--- src/rtl/lsm_pkg.sv ---
// Purpose: shared constants and types of the LIN-mode serial block
// Assumes: 8-bit words, APB register access with one aligned word per register
// Notes:   offsets are byte addresses on the APB bus
package lsm_pkg;

	// register byte offsets
	localparam logic [7:0] OFF_STATUS = 8'h00;
	localparam logic [7:0] OFF_DATA   = 8'h04;
	localparam logic [7:0] OFF_CTRL1  = 8'h08;
	localparam logic [7:0] OFF_CTRL2  = 8'h0C;
	localparam logic [7:0] OFF_CTRL3  = 8'h10;
	localparam logic [7:0] OFF_DIVM   = 8'h14;
	localparam logic [7:0] OFF_DIVF   = 8'h18;
	localparam logic [7:0] OFF_CONV   = 8'h1C;

	// field positions
	localparam int B1_WORD_LEN  = 4;
	localparam int B1_PARITY_EN = 2;
	localparam int B2_RX_IRQ_EN = 5;
	localparam int B2_TX_EN     = 3;
	localparam int B2_RX_EN     = 2;
	localparam int B2_SEND_BRK  = 0;
	localparam int B3_LOCK      = 2;
	localparam int B3_HDET      = 1;

	// reset values
	localparam logic [7:0]  RST_CTRL1 = 8'h00;
	localparam logic [7:0]  RST_CTRL2 = 8'h00;
	localparam logic [7:0]  RST_CONV  = 8'h00;
	localparam logic [11:0] RST_LIN_DIVIDER  = 12'h000;

	// line and timing figures, in bits or oversampling ticks
	localparam int          OVS           = 16;
	localparam logic [3:0]  BRK_TX_BITS   = 4'hD;
	localparam int          BRK_MIN_BITS  = 11;
	localparam logic [4:0]  BRK_EXT_TICKS = 5'(BRK_MIN_BITS * OVS - (OVS * 19) / 2);
	localparam logic [5:0]  TMO_BITS      = 6'h39;
	localparam logic [7:0]  SYNC_VAL      = 8'h55;
	localparam logic [7:0]  BRK_DATA      = 8'h00;
	localparam logic [2:0]  SYNC_EDGES    = 3'h5;
	// deviation limit 10/64 = 15.625 %, written as 5/32
	localparam logic [21:0] DEV_NUM       = 22'h00_0005;
	localparam logic [21:0] DEV_DEN       = 22'h00_0020;

	typedef struct packed {
		logic lin_en;
		logic lin_slave_sel;
		logic header_detect_method;
		logic header_irq_en;
		logic auto_sync_en;
	} lsm_cfg_s;

	localparam lsm_cfg_s RST_CFG = '0;

	typedef struct packed {
		logic tx_empty_flag;
		logic tx_busy;
		logic rx_full_flag;
		logic overrun_flag;
		logic framing_err_flag;
		logic parity_err_flag;
		logic header_err_flag;
		logic rx_busy;
	} lsm_stat_s;

	typedef struct packed {
		logic       chr;
		logic       brk;
		logic       ferr;
		logic [7:0] data;
	} lsm_rxev_s;

	typedef enum logic [2:0] {R_IDLE, R_START, R_DATA, R_STOP, R_LOWW} lsm_rx_e;
	typedef enum logic [2:0] {H_IDLE, H_SYNC, H_MEAS, H_ID, H_BLOCK} lsm_hdr_e;

endpackage

--- src/rtl/lsm_lin_serial.sv ---
// Purpose: LIN-mode serial interface with APB registers, break/header handling
// Assumes: APB master; lin_rx/lin_tx go through a LIN transceiver
// Notes:   zero-wait APB, read data registered in the setup cycle
//
// Local design decisions: the register addresses and register access over APB.
`timescale 1ns/10ps
`default_nettype none

module lsm_lin_serial (
	// clock and reset
	input  wire logic             clk_sys,
	input  wire logic             rstn,
	// apb slave
	input  wire logic             psel,
	input  wire logic             penable,
	input  wire logic             pwrite,
	input  wire logic [7:0]       paddr,
	input  wire logic [31:0]      pwdata,
	output logic                  pready,
	output logic                  pslverr,
	output logic [31:0]           prdata,
	// lin line through transceiver
	input  wire logic             lin_rx,
	output logic                  lin_tx,
	// cpu interrupt mask and request
	input  wire logic [1:0]       cpu_int_mask,
	output logic                  irq_req,
	// status snapshot
	output lsm_pkg::lsm_stat_s    stat_out
);
	import lsm_pkg::*;

	function automatic logic at_off(input logic [7:0] a, input logic [7:0] off);
		at_off = (a == off);
	endfunction

	function automatic logic [1:0] lin_par(input logic [7:0] id);
		lin_par = {~(id[1] ^ id[3] ^ id[4] ^ id[5]), id[0] ^ id[1] ^ id[2] ^ id[4]};
	endfunction

	// ---------------- registers and state ----------------
	lsm_cfg_s   cfg_q;
	logic [7:0] ctrl1_q, ctrl2_q, conv_q, data_q;
	logic [11:0] lin_divider_q;
	logic       rxf_q, ovr_q, fe_q, pe_q, herr_q, hdet_q, lock_q, seen_q;
	logic [7:0] tx_hold_q;
	logic       txe_q, brk_pend_q;
	logic [31:0] prdata_q;

	// ---------------- apb decode ----------------
	wire setup   = psel & ~penable;
	wire acc     = psel & penable;
	wire wr      = acc & pwrite;
	wire rd      = acc & ~pwrite;
	wire hit     = at_off(paddr, OFF_STATUS) | at_off(paddr, OFF_DATA) | at_off(paddr, OFF_CTRL1)
	             | at_off(paddr, OFF_CTRL2) | at_off(paddr, OFF_CTRL3) | at_off(paddr, OFF_DIVM)
	             | at_off(paddr, OFF_DIVF) | at_off(paddr, OFF_CONV);
	wire wr_data = wr & at_off(paddr, OFF_DATA);
	wire wr_c2   = wr & at_off(paddr, OFF_CTRL2);
	wire wr_c3   = wr & at_off(paddr, OFF_CTRL3);
	wire wr_divm = wr & at_off(paddr, OFF_DIVM);
	wire wr_divf = wr & at_off(paddr, OFF_DIVF);
	wire rd_stat = rd & at_off(paddr, OFF_STATUS);
	wire rd_data = rd & at_off(paddr, OFF_DATA);
	wire clr_rx  = rd_data & seen_q;

	assign pready  = 1'b1;
	assign pslverr = acc & ~hit;
	assign prdata  = prdata_q;

	// ---------------- mode and baud generation ----------------
	wire slave_mode = cfg_q.lin_en & cfg_q.lin_slave_sel;
	// slave: one LIN divider for both directions; otherwise the plain prescaler
	wire [11:0] div_eff = slave_mode ? lin_divider_q : {conv_q, 4'h0};
	logic [12:0] acc_q;
	wire [12:0] acc_add = acc_q + 13'h0010;
	wire tick = (div_eff != 12'h000) && (acc_add >= {1'b0, div_eff});
	logic [3:0] bt_q;
	wire bit_tick = tick & (bt_q == 4'hF);

	// ---------------- receive shifter ----------------
	lsm_rx_e    rx_st_q;
	logic [3:0] smp_q;
	logic [2:0] bc_q;
	logic [7:0] sh_q;
	logic [4:0] low_q;
	logic       rx_prev_q;
	lsm_rxev_s  ev;
	lsm_hdr_e   hs_q;
	wire fall     = rx_prev_q & ~lin_rx;
	// measurement owns the line; no character may be assembled meanwhile
	wire rx_halt  = (hs_q == H_MEAS) | (hs_q == H_BLOCK);
	wire rx_on    = ctrl2_q[B2_RX_EN] & ~rx_halt;
	wire mid      = tick & (smp_q == 4'h7);
	wire last     = tick & (smp_q == 4'hF);

	always_comb begin
		ev      = '0;
		ev.data = sh_q;
		if (rx_st_q == R_STOP && mid && lin_rx)
			ev.chr = 1'b1;
		if (rx_st_q == R_LOWW && lin_rx) begin
			ev.brk  = (sh_q == BRK_DATA) && (low_q >= BRK_EXT_TICKS);
			ev.ferr = ~ev.brk;
		end
	end

	always_ff @(posedge clk_sys or negedge rstn) begin
		if (!rstn) begin
			rx_st_q   <= R_IDLE;
			smp_q     <= 4'h0;
			bc_q      <= 3'h0;
			sh_q      <= 8'h00;
			low_q     <= 5'h00;
			rx_prev_q <= 1'b1;
		end else begin
			rx_prev_q <= lin_rx;
			if (tick)
				smp_q <= smp_q + 4'h1;
			case (rx_st_q)
				R_IDLE: begin
					smp_q <= 4'h0;
					if (rx_on && fall)
						rx_st_q <= R_START;
				end
				R_START: begin
					if (!rx_on || (mid && lin_rx))
						rx_st_q <= R_IDLE;
					else if (last) begin
						rx_st_q <= R_DATA;
						bc_q    <= 3'h0;
					end
				end
				R_DATA: begin
					if (mid)
						sh_q <= {lin_rx, sh_q[7:1]};
					if (last) begin
						bc_q <= bc_q + 3'h1;
						if (bc_q == 3'h7)
							rx_st_q <= R_STOP;
					end
				end
				R_STOP: begin
					if (mid) begin
						rx_st_q <= lin_rx ? R_IDLE : R_LOWW;
						low_q   <= 5'h00;
					end
				end
				R_LOWW: begin
					// a long low stretch after a zero byte is a break
					if (lin_rx)
						rx_st_q <= R_IDLE;
					else if (tick && low_q != 5'h1F)
						low_q <= low_q + 5'h01;
				end
				default: rx_st_q <= R_IDLE;
			endcase
		end
	end

	// ---------------- synch field measurement ----------------
	logic [14:0] meas_q, gap_q;
	logic [2:0]  edg_q;
	wire [15:0] nom    = {1'b0, lin_divider_q, 3'b000};
	wire [15:0] diff   = ({1'b0, meas_q} > nom) ? ({1'b0, meas_q} - nom) : (nom - {1'b0, meas_q});
	// error only strictly above 15.625 %, first at 16.40625 % at sixteen clocks per bit
	wire dev_err = (22'(diff) * DEV_DEN) > (22'(nom) * DEV_NUM);
	wire meas_run  = (hs_q == H_MEAS) && (edg_q != 3'h0);
	wire meas_edge = (hs_q == H_MEAS) && fall;
	wire meas_done = meas_edge && (edg_q == SYNC_EDGES - 3'h1);
	// a gap shorter than one current bit time means a corrupt synch
	wire gap_err   = meas_edge && (edg_q != 3'h0) && (gap_q < {3'b000, lin_divider_q});
	wire ovf_err   = meas_run && (meas_q == 15'h7FFF);
	wire lock_fall = wr_c3 & lock_q & ~pwdata[B3_LOCK];

	always_ff @(posedge clk_sys or negedge rstn) begin
		if (!rstn) begin
			meas_q <= 15'h0000;
			gap_q  <= 15'h0000;
			edg_q  <= 3'h0;
		end else if (hs_q != H_MEAS) begin
			edg_q <= 3'h0;
		end else if (meas_edge) begin
			edg_q <= edg_q + 3'h1;
			// edge cycles count too, or every gap and the total come up short
			gap_q  <= 15'h0001;
			meas_q <= (edg_q == 3'h0) ? 15'h0001 : meas_q + 15'h0001;
		end else if (meas_run) begin
			meas_q <= meas_q + 15'h0001;
			if (gap_q != 15'h7FFF)
				gap_q <= gap_q + 15'h0001;
		end
	end

	// ---------------- header sequencing ----------------
	logic       tmo_on_q;
	logic [5:0] tmo_q;
	wire hdr_brk  = slave_mode & ev.brk & (hs_q != H_BLOCK);
	wire tmo_hit  = tmo_on_q & bit_tick & (tmo_q == TMO_BITS);
	wire in_hdr   = (hs_q == H_SYNC) | (hs_q == H_ID);
	wire sync_bad = (hs_q == H_SYNC) & ev.chr & (ev.data != SYNC_VAL);
	wire hdr_ovr  = in_hdr & ev.chr & rxf_q;
	wire lock_err = (gap_err | ovf_err | (tmo_hit & (hs_q == H_MEAS))) & ~lock_fall;
	wire dev_fail = meas_done & dev_err & ~gap_err;
	wire id_rx    = (hs_q == H_ID) & (ev.chr | ev.ferr);
	// the identifier of method 1 is held back until it arrives without a header error
	wire id_ok    = (hs_q == H_ID) & ev.chr;
	wire hdr_err  = sync_bad | hdr_ovr | lock_err | dev_fail | tmo_hit;
	wire id_parity_bad = id_ok & ctrl1_q[B1_PARITY_EN] & (lin_par(ev.data) != ev.data[7:6]);
	wire hide_char = cfg_q.header_detect_method & in_hdr & slave_mode;
	wire brk_deliver = ev.brk & ~(slave_mode & cfg_q.header_detect_method);
	wire chr_deliver = ev.chr & ~hide_char;
	wire hdr_deliver = id_ok & cfg_q.header_detect_method & ~hdr_err;

	always_ff @(posedge clk_sys or negedge rstn) begin
		if (!rstn) begin
			hs_q     <= H_IDLE;
			tmo_on_q <= 1'b0;
			tmo_q    <= 6'h00;
		end else begin
			if (tmo_on_q && bit_tick)
				tmo_q <= tmo_q + 6'h01;
			if (!slave_mode) begin
				hs_q     <= H_IDLE;
				tmo_on_q <= 1'b0;
			end else if (hdr_brk) begin
				hs_q     <= cfg_q.auto_sync_en ? H_MEAS : H_SYNC;
				tmo_on_q <= cfg_q.header_detect_method | cfg_q.auto_sync_en;
				tmo_q    <= 6'h00;
			end else begin
				case (hs_q)
					H_IDLE: tmo_on_q <= 1'b0;
					H_SYNC: if (hdr_err) hs_q <= H_IDLE;
					        else if (ev.chr) hs_q <= H_ID;
					H_MEAS: begin
						if (lock_err)
							hs_q <= H_BLOCK;
						else if (lock_fall || dev_fail)
							hs_q <= H_IDLE;
						else if (meas_done)
							hs_q <= H_ID;
					end
					H_ID: if (hdr_err || id_rx) hs_q <= H_IDLE;
					H_BLOCK: if (!lock_q) hs_q <= H_IDLE;
					default: hs_q <= H_IDLE;
				endcase
				// any header error, the identifier or a lock release stops the count
				if (hdr_err || id_rx || lock_fall || hs_q == H_BLOCK)
					tmo_on_q <= 1'b0;
			end
		end
	end

	// ---------------- divider: software write wins over measurement ----------------
	wire [11:0] meas_div = meas_q[14:3];

	always_ff @(posedge clk_sys or negedge rstn) begin
		if (!rstn)
			lin_divider_q <= RST_LIN_DIVIDER;
		else if (wr_divm || wr_divf) begin
			if (wr_divm)
				lin_divider_q[11:4] <= pwdata[7:0];
			if (wr_divf)
				lin_divider_q[3:0] <= pwdata[3:0];
		end else if (meas_done && !dev_err && !gap_err)
			lin_divider_q <= meas_div;
	end

	always_ff @(posedge clk_sys or negedge rstn) begin
		if (!rstn) begin
			acc_q <= 13'h0000;
			bt_q  <= 4'h0;
		end else if (tick) begin
			acc_q <= acc_add - {1'b0, div_eff};
			bt_q  <= bt_q + 4'h1;
		end else if (div_eff != 12'h000)
			acc_q <= acc_add;
	end

	// ---------------- flags and control registers ----------------
	// hardware set wins over the software clear in the same cycle, except the lock, where a software release wins
	wire set_rxf  = brk_deliver & hdr_brk | chr_deliver | hdr_deliver | brk_deliver;
	wire set_hdet = (hdr_brk & ~cfg_q.header_detect_method) | hdr_deliver;
	wire set_ovr  = (chr_deliver | hdr_deliver) & rxf_q;
	wire set_fe   = ev.ferr | (ev.brk & ~slave_mode);

	always_ff @(posedge clk_sys or negedge rstn) begin
		if (!rstn) begin
			cfg_q   <= RST_CFG;
			ctrl1_q <= RST_CTRL1;
			ctrl2_q <= RST_CTRL2;
			conv_q  <= RST_CONV;
			data_q  <= 8'h00;
			rxf_q   <= 1'b0;
			ovr_q   <= 1'b0;
			fe_q    <= 1'b0;
			pe_q    <= 1'b0;
			herr_q  <= 1'b0;
			hdet_q  <= 1'b0;
			lock_q  <= 1'b0;
			seen_q  <= 1'b0;
		end else begin
			if (wr && at_off(paddr, OFF_CTRL1))
				ctrl1_q <= pwdata[7:0];
			if (wr_c2)
				ctrl2_q <= pwdata[7:0];
			if (wr && at_off(paddr, OFF_CONV))
				conv_q <= pwdata[7:0];
			if (wr_c3)
				cfg_q <= pwdata[7:3];
			if (rd_stat)
				seen_q <= 1'b1;
			else if (rd_data)
				seen_q <= 1'b0;
			if (brk_deliver)
				data_q <= BRK_DATA;
			else if (chr_deliver || hdr_deliver)
				data_q <= ev.data;
			rxf_q  <= set_rxf | (rxf_q & ~clr_rx);
			ovr_q  <= set_ovr | (ovr_q & ~clr_rx);
			fe_q   <= set_fe | (fe_q & ~clr_rx);
			pe_q   <= id_parity_bad | (pe_q & ~clr_rx);
			herr_q <= hdr_err | (herr_q & ~clr_rx);
			// software may only drop the lock and the detect flag
			hdet_q <= set_hdet | (hdet_q & ~(wr_c3 & ~pwdata[B3_HDET]));
			lock_q <= lock_err | (lock_q & ~lock_fall);
		end
	end

	// interrupts need both cpu mask bits clear
	wire rx_irq  = ctrl2_q[B2_RX_IRQ_EN] & (rxf_q | ovr_q | herr_q);
	wire hdr_irq = cfg_q.header_irq_en & hdet_q;
	assign irq_req = (cpu_int_mask == 2'b00) & (rx_irq | hdr_irq);

	// ---------------- transmitter ----------------
	logic [13:0] tsh_q;
	logic [3:0]  tbits_q;
	logic        tx_q, sbk_prev_q;
	wire tx_busy  = (tbits_q != 4'h0);
	// slave mode ignores a new break request
	wire brk_req  = ctrl2_q[B2_SEND_BRK] & ~sbk_prev_q & ~slave_mode;
	wire tx_load  = ~tx_busy & bit_tick & ctrl2_q[B2_TX_EN];

	always_ff @(posedge clk_sys or negedge rstn) begin
		if (!rstn) begin
			tsh_q      <= 14'h3FFF;
			tbits_q    <= 4'h0;
			tx_q       <= 1'b1;
			sbk_prev_q <= 1'b0;
			brk_pend_q <= 1'b0;
			txe_q      <= 1'b1;
			tx_hold_q  <= 8'h00;
		end else begin
			sbk_prev_q <= ctrl2_q[B2_SEND_BRK];
			if (wr_data) begin
				tx_hold_q <= pwdata[7:0];
				txe_q     <= 1'b0;
			end
			if (brk_req)
				brk_pend_q <= 1'b1;
			if (tx_load && brk_pend_q) begin
				tsh_q      <= 14'h2000;
				tbits_q    <= BRK_TX_BITS + 4'h1;
				brk_pend_q <= 1'b0;
			end else if (tx_load && !txe_q) begin
				tsh_q   <= {4'hF, 1'b1, tx_hold_q, 1'b0};
				tbits_q <= 4'hA;
				txe_q   <= 1'b1;
			end else if (tx_busy && bit_tick) begin
				tx_q    <= tsh_q[0];
				tsh_q   <= {1'b1, tsh_q[13:1]};
				tbits_q <= tbits_q - 4'h1;
			end else if (!tx_busy && bit_tick)
				tx_q <= 1'b1;
		end
	end

	assign lin_tx = tx_q;

	// ---------------- read data ----------------
	always_comb begin
		stat_out = '0;
		stat_out.tx_empty_flag    = txe_q;
		stat_out.tx_busy          = tx_busy;
		stat_out.rx_full_flag     = rxf_q;
		stat_out.overrun_flag     = ovr_q;
		stat_out.framing_err_flag = fe_q;
		stat_out.parity_err_flag  = pe_q;
		stat_out.header_err_flag  = herr_q;
		stat_out.rx_busy          = (rx_st_q != R_IDLE) | (hs_q != H_IDLE);
	end

	wire [7:0] rd_mux = at_off(paddr, OFF_STATUS) ? stat_out :
	                    at_off(paddr, OFF_DATA)   ? data_q :
	                    at_off(paddr, OFF_CTRL1)  ? ctrl1_q :
	                    at_off(paddr, OFF_CTRL2)  ? ctrl2_q :
	                    at_off(paddr, OFF_CTRL3)  ? {cfg_q, lock_q, hdet_q, 1'b0} :
	                    at_off(paddr, OFF_DIVM)   ? lin_divider_q[11:4] :
	                    at_off(paddr, OFF_DIVF)   ? {4'h0, lin_divider_q[3:0]} :
	                    at_off(paddr, OFF_CONV)   ? conv_q : 8'h00;

	always_ff @(posedge clk_sys or negedge rstn) begin
		if (!rstn)
			prdata_q <= 32'h0000_0000;
		else if (setup)
			prdata_q <= {24'h00_0000, rd_mux};
	end

endmodule

`default_nettype wire

--- config.mk ---
export PLATFORM = sky130hd
export DESIGN_NAME = lsm_lin_serial
export DESIGN_NICKNAME = d
export VERILOG_FILES = /design/src/rtl/lsm_pkg.sv /design/src/rtl/lsm_lin_serial.sv
export SDC_FILE = /design/constraint.sdc
export NUM_CORES = 1
export LEC_CHECK = 0
export BUFFER_PORTS_ARGS = -buffer_cell sky130_fd_sc_hd__buf_2
export CORE_MARGIN = 2
export CORE_UTILIZATION = 56
export DETAILED_ROUTE_END_ITERATION = 6
export PLACE_DENSITY = 0.78
export SLEW_MARGIN = 20
export SYNTH_ARGS = -nofsm -noshare
export SYNTH_HDL_FRONTEND = slang
export SYNTH_SLANG_ARGS = --single-unit
--- constraint.sdc ---
create_clock -name clk_sys -period 4.7 [get_ports clk_sys]
set_clock_uncertainty 0.1 [all_clocks]
set_input_delay 0.235 -clock clk_sys [delete_from_list [all_inputs] [get_ports clk_sys]]
set_output_delay 0.235 -clock clk_sys [all_outputs]
set_load 0.02 [all_outputs]
==> impl_metrics.toml, run 1 <==
[outcome]
outcome = "finished with violations"
violations = "design-rule violations, negative setup slack"

[logic_synthesis]
ys_types = 76
ys_async_sr_fraction_pct = 100
syn_inst = 1416
synth_edf_count = 0
syn_area_um2 = 12500
ys_warn_count = 0
syn_area_per_cell_um2 = 8.85
ys.flop_type = "dfrtp_1"
yosysSeqAreaShare_pct = 35.7
ys_seq_elements = 178

[floorplanning]
die_h_um = 154
die_w_um = 154
io_pins = 92
core_um2 = 21900
row_count = 54
fp.dieArea_um2 = 23600
initial_utilization_pct = 57.2

[clocking]
cts_sinks = 178
cts_made_buffers = 17
cts.path.max_buffers = 2
clock_tree.root_cell = "clkbuf_16"
insertion_delay_ps = 440
clkTransAtPathRegs_ps = 80
htreeDepth = 4
cts_tree = "done"

[place]
gp_congestion = 0.949
hpwlAfterDp_um = 25600
portBuffers = 42
dp_slack_ps = -300
dp_cells = 1785

[setup_path]
reg2reg_from = "lin_divider_q[0]$_DFFE_PN0P_"
critPathKind = "register to register"
crit_top_cell = "buf_4"
reg2reg_depth = 22
crit_path_end_kind = "register"
path_cells = "buf_4, ha_1, buf_4, nand3b_1, o32a_1, buf_4, buf_4, buf_6, a211oi_4, a21oi_2, xor2_1, ha_4, a21oi_2, o21ai_2, a21oi_2, a21oi_2, a311o_1, nor3_4, buf_4, o211ai_1, a22o_1, mux2_2"
crit_slowest_cell = "dfrtp_1"
r2r_slack_ps = -240
crit_buf_inv = 6
path_max_fanout = 7
cp.required_ps = 4930
slowest_delay_ps = 440
cp.depth = 22
arrival_ps = 5170
r2r-end = "lin_divider_q[0]$_DFFE_PN0P_"
cp_top_family = "compound AO/OA/AOI/OAI gates"
start_kind = "register"

[global_routing]
grt_overflow = 0
grt_max_degree = 94
antenna_found_initial = 1
grt_pass1_wl_um = 57400
grt_usage_pct = 30.0
grt_pass1_vias = 11100

[power]
finalPower_w = 0.00410
ir_worst_vdd_uv = 279
p_per_area_nw_per_um2 = 278
p_leak_nw = 6.83

[detailed_routing]
antenna_left = 0
drc = 1
wl_per_cell_um = 19.5
post_drt_via_cell_ratio = 6.27
drt_iter0_markers = 1026
dr.pass1.iters = 7
wl_um = 35700
route.vias.total = 11500

[layout]
layout_commonest_cell = "dfrtp_1"
instances_no_fill = 1832
nNetsFinal = 1687
most-common-layout-cells = "dfrtp_1, nand2_1, buf_4, o21ai_0, nor2_1"
fill_cells = 1644
area_delta_synth_final_pct = 17.6
register_area_um2 = 4480
drive_gt1_share_pct = 21.6
multi_input_area_um2 = 7870

[flow_run]
cap_viol_max_count = 0

[timing]
fmax_mhz = 202
fin_ws_ps = -239
finalCritPeriodShare_pct = 105
layout_min_cycle_time_ps = 4940
finalSetupViolations = 17
worstMarginPinSlew_ps = 927
hold_viol = 0
rsz0062_at_grt = "yes"
holdWs_ps = 77.8
maxSlewHeadroom_pct = 36.6
fin_setup_tns_ps = -2440
drv_slew = 0

[min_path]
hold_depth = 2
min_from = "pwdata[0]"
holdPathEnd = "tx_hold_q[0]$_DFFE_PN0P_"
min_path_type = "input port to register"
[logic make-up (layout without fill, tap and decap cells)]
logic type	Yosys count	after routing	synth area share, %
simple gates	479	479	18.5
compound gates	353	353	17.4
flops	178	178	35.7
buf+inv	148	260	5.51
fa+ha+maj	101	101	10.3
mux	93	93	8.22
xor+xnor	62	62	4.33
other cells	2	26	0.0600
[cell type report]
class                           count  share of cell area, %
Timing Repair Buffer              163                   7.87
Inverter                           65                   1.66
Antenna cell                        1                 0.0170
Sequential cell                   178                   30.4
Tap cell                          280                   2.38
Multi-Input combinational cell   1113                   53.4
Clock inverter                     15                   1.44
Clock buffer                       17                   2.89
[registers in the layout, indices dropped and copies added, names as in the netlist, 12 cells and up]
name           cells
acc_q             13
gap_q             15
lin_divider_q     12
tsh_q             13
meas_q            15
[where the power goes]
group	leakage, nW	switching (W)	internal [W]	total, W
Clock	0.308	0.000734	0.000780	0.00151
Combinational	4.29	0.000543	0.000391	0.000934
Sequential	2.23	0.0000684	0.00159	0.00165
Total	6.83	0.00135	0.00276	0.00410
[through the flow]
step	utilization (%)	instance area [um2]
CTS	66.1	14500
global placement	62.0	13600
finish	67.3	14700
detailed placement	62.0	13600
floorplan	-	12700
global route	67.3	14700
[Yosys cell counts (7+ instances only)]
master	instances	area, um2
a211oi_1	7	52.6
a21o_1	19	143
a21oi_1	97	485
a22o_1	8	70.1
a31oi_1	20	125
and2_1	7	43.8
and3_1	23	144
buf_4	33	248
clkbuf_1	40	150
dfrtp_1	162	4050
dfstp_2	16	420
ha_1	98	1230
inv_1	65	244
mux2_2	49	552
mux2i_1	41	410
nand2_1	157	589
nand2b_1	15	93.8
nand3_1	60	300
nand3b_1	9	67.6
nand4_1	16	100
nor2_1	101	379
nor2b_1	10	62.6
nor3_1	28	140
nor4_1	17	106
o211ai_1	9	67.6
o21a_1	10	75.1
o21ai_0	114	571
o31ai_1	7	52.6
xnor2_1	39	342
xor2_1	23	201
[worst reg2reg max path, delay by kind of cell (launching register included)]
family,cells,cell delay [ps]
AOI/OAI and AO/OA,10,1900
muxes,1,280
xor gates and xnor gates,1,260
buffers and inverters,6,910
DFF,1,440
and+or+nand+nor,2,400
adders and majority gates,2,530
[worst max path at each step]
stage                                  from                           end
4_1_cts        lin_divider_q[2]$_DFFE_PN0P_  lin_divider_q[0]$_DFFE_PN0P_
3_3_place_gp   lin_divider_q[3]$_DFFE_PN0P_  lin_divider_q[1]$_DFFE_PN0P_
2_1_floorplan  lin_divider_q[7]$_DFFE_PN0P_  lin_divider_q[0]$_DFFE_PN0P_
5_1_grt        lin_divider_q[1]$_DFFE_PN0P_  lin_divider_q[4]$_DFFE_PN0P_
3_5_place_dp   lin_divider_q[3]$_DFFE_PN0P_  lin_divider_q[4]$_DFFE_PN0P_
6_report       lin_divider_q[0]$_DFFE_PN0P_  lin_divider_q[0]$_DFFE_PN0P_
[layer usage]
metal  vias to the layer above  routed length [um]  track usage [%]
met1                      5544               15100             40.7
met2                       541               16600             48.4
met3                       112                2770             5.98
met4                         0                1170             10.3
li1                       5291                   -                -
met5                         -                   0                0
[repair_timing]
item	4_1_cts	5_1_grt
gates cloned	0	0
endpoints found under the hold margin	78	0
hold buffers	2	0
setup buffers	9	5
gates resized for setup	38	47
pin swaps	24	29
endpoints found under the setup margin	17	21
Power figures use the tool's default switching activity.
==> run 2: changes to the inputs <==
SETUP_SLACK_MARGIN = 0.15   (was not set)
SLEW_MARGIN = not set   (was 20)
==> impl_metrics.toml, run 2 (synthesis gave the netlist of run 1 again) <==
[timing]
worstMarginPinSlew_ps = 1060
maxSlewHeadroom_pct = 27.7
holdWs_ps = 59.5
rsz0062_at_grt = "yes"
drv_slew = 0
fin_ws_ps = -60.8
finalSetupViolations = 10
layout_min_cycle_time_ps = 4760
fmax_mhz = 210
finalCritPeriodShare_pct = 101
hold_viol = 0

[setup_path]
path_cells = "buf_12, inv_1, ha_1, nor2_1, a211oi_2, o32a_1, mux2_4, xor2_1, ha_1, buf_4, buf_4, nand4_1, nor4_4, a21oi_2, a311o_1, nor3_2, buf_4, o211ai_1, a22oi_1, buf_4, mux2i_1"
reg2reg_from = "lin_divider_q[4]$_DFFE_PN0P_"
start_kind = "register"
crit_slowest_cell = "ha_1"
critPathKind = "register to register"
crit_top_cell = "buf_4"
cp.required_ps = 4960
crit_start = "lin_divider_q[4]$_DFFE_PN0P_"
crit_path_end_kind = "register"
arrival_ps = 5020
slowest_delay_ps = 450
path_max_fanout = 8

[power]
finalPower_w = 0.00416
seq_power_share_pct = 39.8
p_clk_share_pct = 37.7
combPwrFrac_pct = 22.5
p_per_area_nw_per_um2 = 285
ir_worst_vdd_uv = 335
switching_share_pct = 32.4
power_switching_w = 0.00135
p_int_w = 0.00281
p_leak_nw = 6.77

[floorplanning]
io_pins = 92
die_w_um = 154
fp.dieArea_um2 = 23600
row_count = 54
core_um2 = 21900
initial_utilization_pct = 57.2
die_h_um = 154

[global_routing]
antenna_found_initial = 1
grt_pass1_vias = 10900
grt_overflow = 0
grt_usage_pct = 29.6
grt_max_degree = 98
grt_pass1_wl_um = 56600

[min_path]
min_from = "pwdata[5]"
min_path_type = "input port to register"

[layout]
drive_gt1_share_pct = 20.6
area_delta_synth_final_pct = 16.3
final_cell_area_um2 = 14600
nNetsFinal = 1678
most-common-layout-cells = "dfrtp_1, nand2_1, o21ai_0, buf_4, nor2_1"
instances_no_fill = 1823
final_util_pct = 66.5
layout_commonest_cell = "dfrtp_1"
reg_top3 = "gap_q (15), meas_q (15)"

[detailed_routing]
route.vias.total = 11400
drc = 0
post_drt_via_cell_ratio = 6.26
wl_um = 34900
dr.pass1.iters = 5
antenna_left = 0
wl_per_cell_um = 19.2
drt_iter0_markers = 1137

[flow_run]
cap_viol_max_count = 0

[clocking]
insertion_delay_ps = 450
cts.path.max_buffers = 2
htreeDepth = 4
clkTransAtPathRegs_ps = 80
cts_tree = "done"
cts_made_buffers = 17
clock_tree.root_cell = "clkbuf_16"
cts_sinks = 178

[place]
gp_congestion = 0.925
hpwlAfterDp_um = 25200
dp_cells = 1778
portBuffers = 42
place_area_um2 = 13500

[outcome]
outcome = "finished with violations"
violations = "negative setup slack"
-- run 2: cell count changes in the layout (fill, tap and decap cells not counted), sizes merged --
cell	delta
inv	+2
buf	-9
clkinv	-3
bufinv	+1
-- run 2: repair_timing --
item | 4_1_cts | 5_1_grt
setup buffers | 4 | 6
endpoints found under the hold margin | 96 | 0
pin swaps | 9 | 17
endpoints found under the setup margin | 18 | 40
hold buffers | 2 | 0
gates resized for setup | 34 | 24
-- run 2: metal layers --
layer | track usage [%] | wire [um] | up-vias
met5 | 0 | 0 | -
met4 | 10.7 | 1190 | 0
met3 | 5.16 | 2520 | 99
met2 | 48.9 | 16500 | 533
met1 | 39.4 | 14700 | 5518
li1 | - | - | 5266
-- run 2: final timing paths --
kind | end | slack (ps) | cells past startpoint
setup / recovery | lin_divider_q[5]$_DFFE_PN0P_ | -60 | 21
hold / removal | ctrl1_q[5]$_DFFE_PN0P_ | 60 | 2
setup reg to reg | lin_divider_q[5]$_DFFE_PN0P_ | -60 | 21
hold reg to reg | brk_pend_q$_DFFE_PN0P_ | 360 | 1
max in group asynchronous | conv_q[0]$_DFFE_PN0P_ | 2910 | 3
min in group asynchronous | meas_q[1]$_DFFE_PN0P_ | 360 | 2
-- run 2: area by class of cell --
cell class / instances / area, um2
multi-input cells: 1113 / 7750
fillers: 1707 / 7330
flip-flops and latches: 178 / 4470
repair buffers: 154 / 1090
clock buffers: 17 / 425
well taps: 280 / 350
inverters: 65 / 244
clock inverters: 15 / 226
diodes: 1 / 2.50
-- run 2: worst max-delay path, delay by kind of cell (launching register included) --
| kind | cells | cell delay, ps |
|---|---|---|
| AOI/OAI and AO/OA | 6 | 1230 |
| DFF | 1 | 420 |
| adders and majority gates | 2 | 800 |
| buffers and inverters | 6 | 880 |
| muxes | 2 | 540 |
| xor gates and xnor gates | 1 | 150 |
| and+or+nand+nor | 4 | 580 |
-- run 2: stage by stage --
step	worst slack (ps)	TNS (ps)
2_1_floorplan	151	0
3_3_place_gp	-98.3	-802
3_5_place_dp	-132	-1630
4_1_cts	63.9	0
5_1_grt	-290	-3700
6_report	-60.8	-410
-- run 2: power by group through the flow --
stage               Sequential [W]  Clock [W]  Combinational, W
floorplan                  0.00166          0          0.000695
global placement           0.00168          0          0.000869
detailed placement         0.00168          0          0.000892
CTS                        0.00165    0.00158          0.000913
global route               0.00167    0.00164           0.00103
finish                     0.00166    0.00157          0.000933
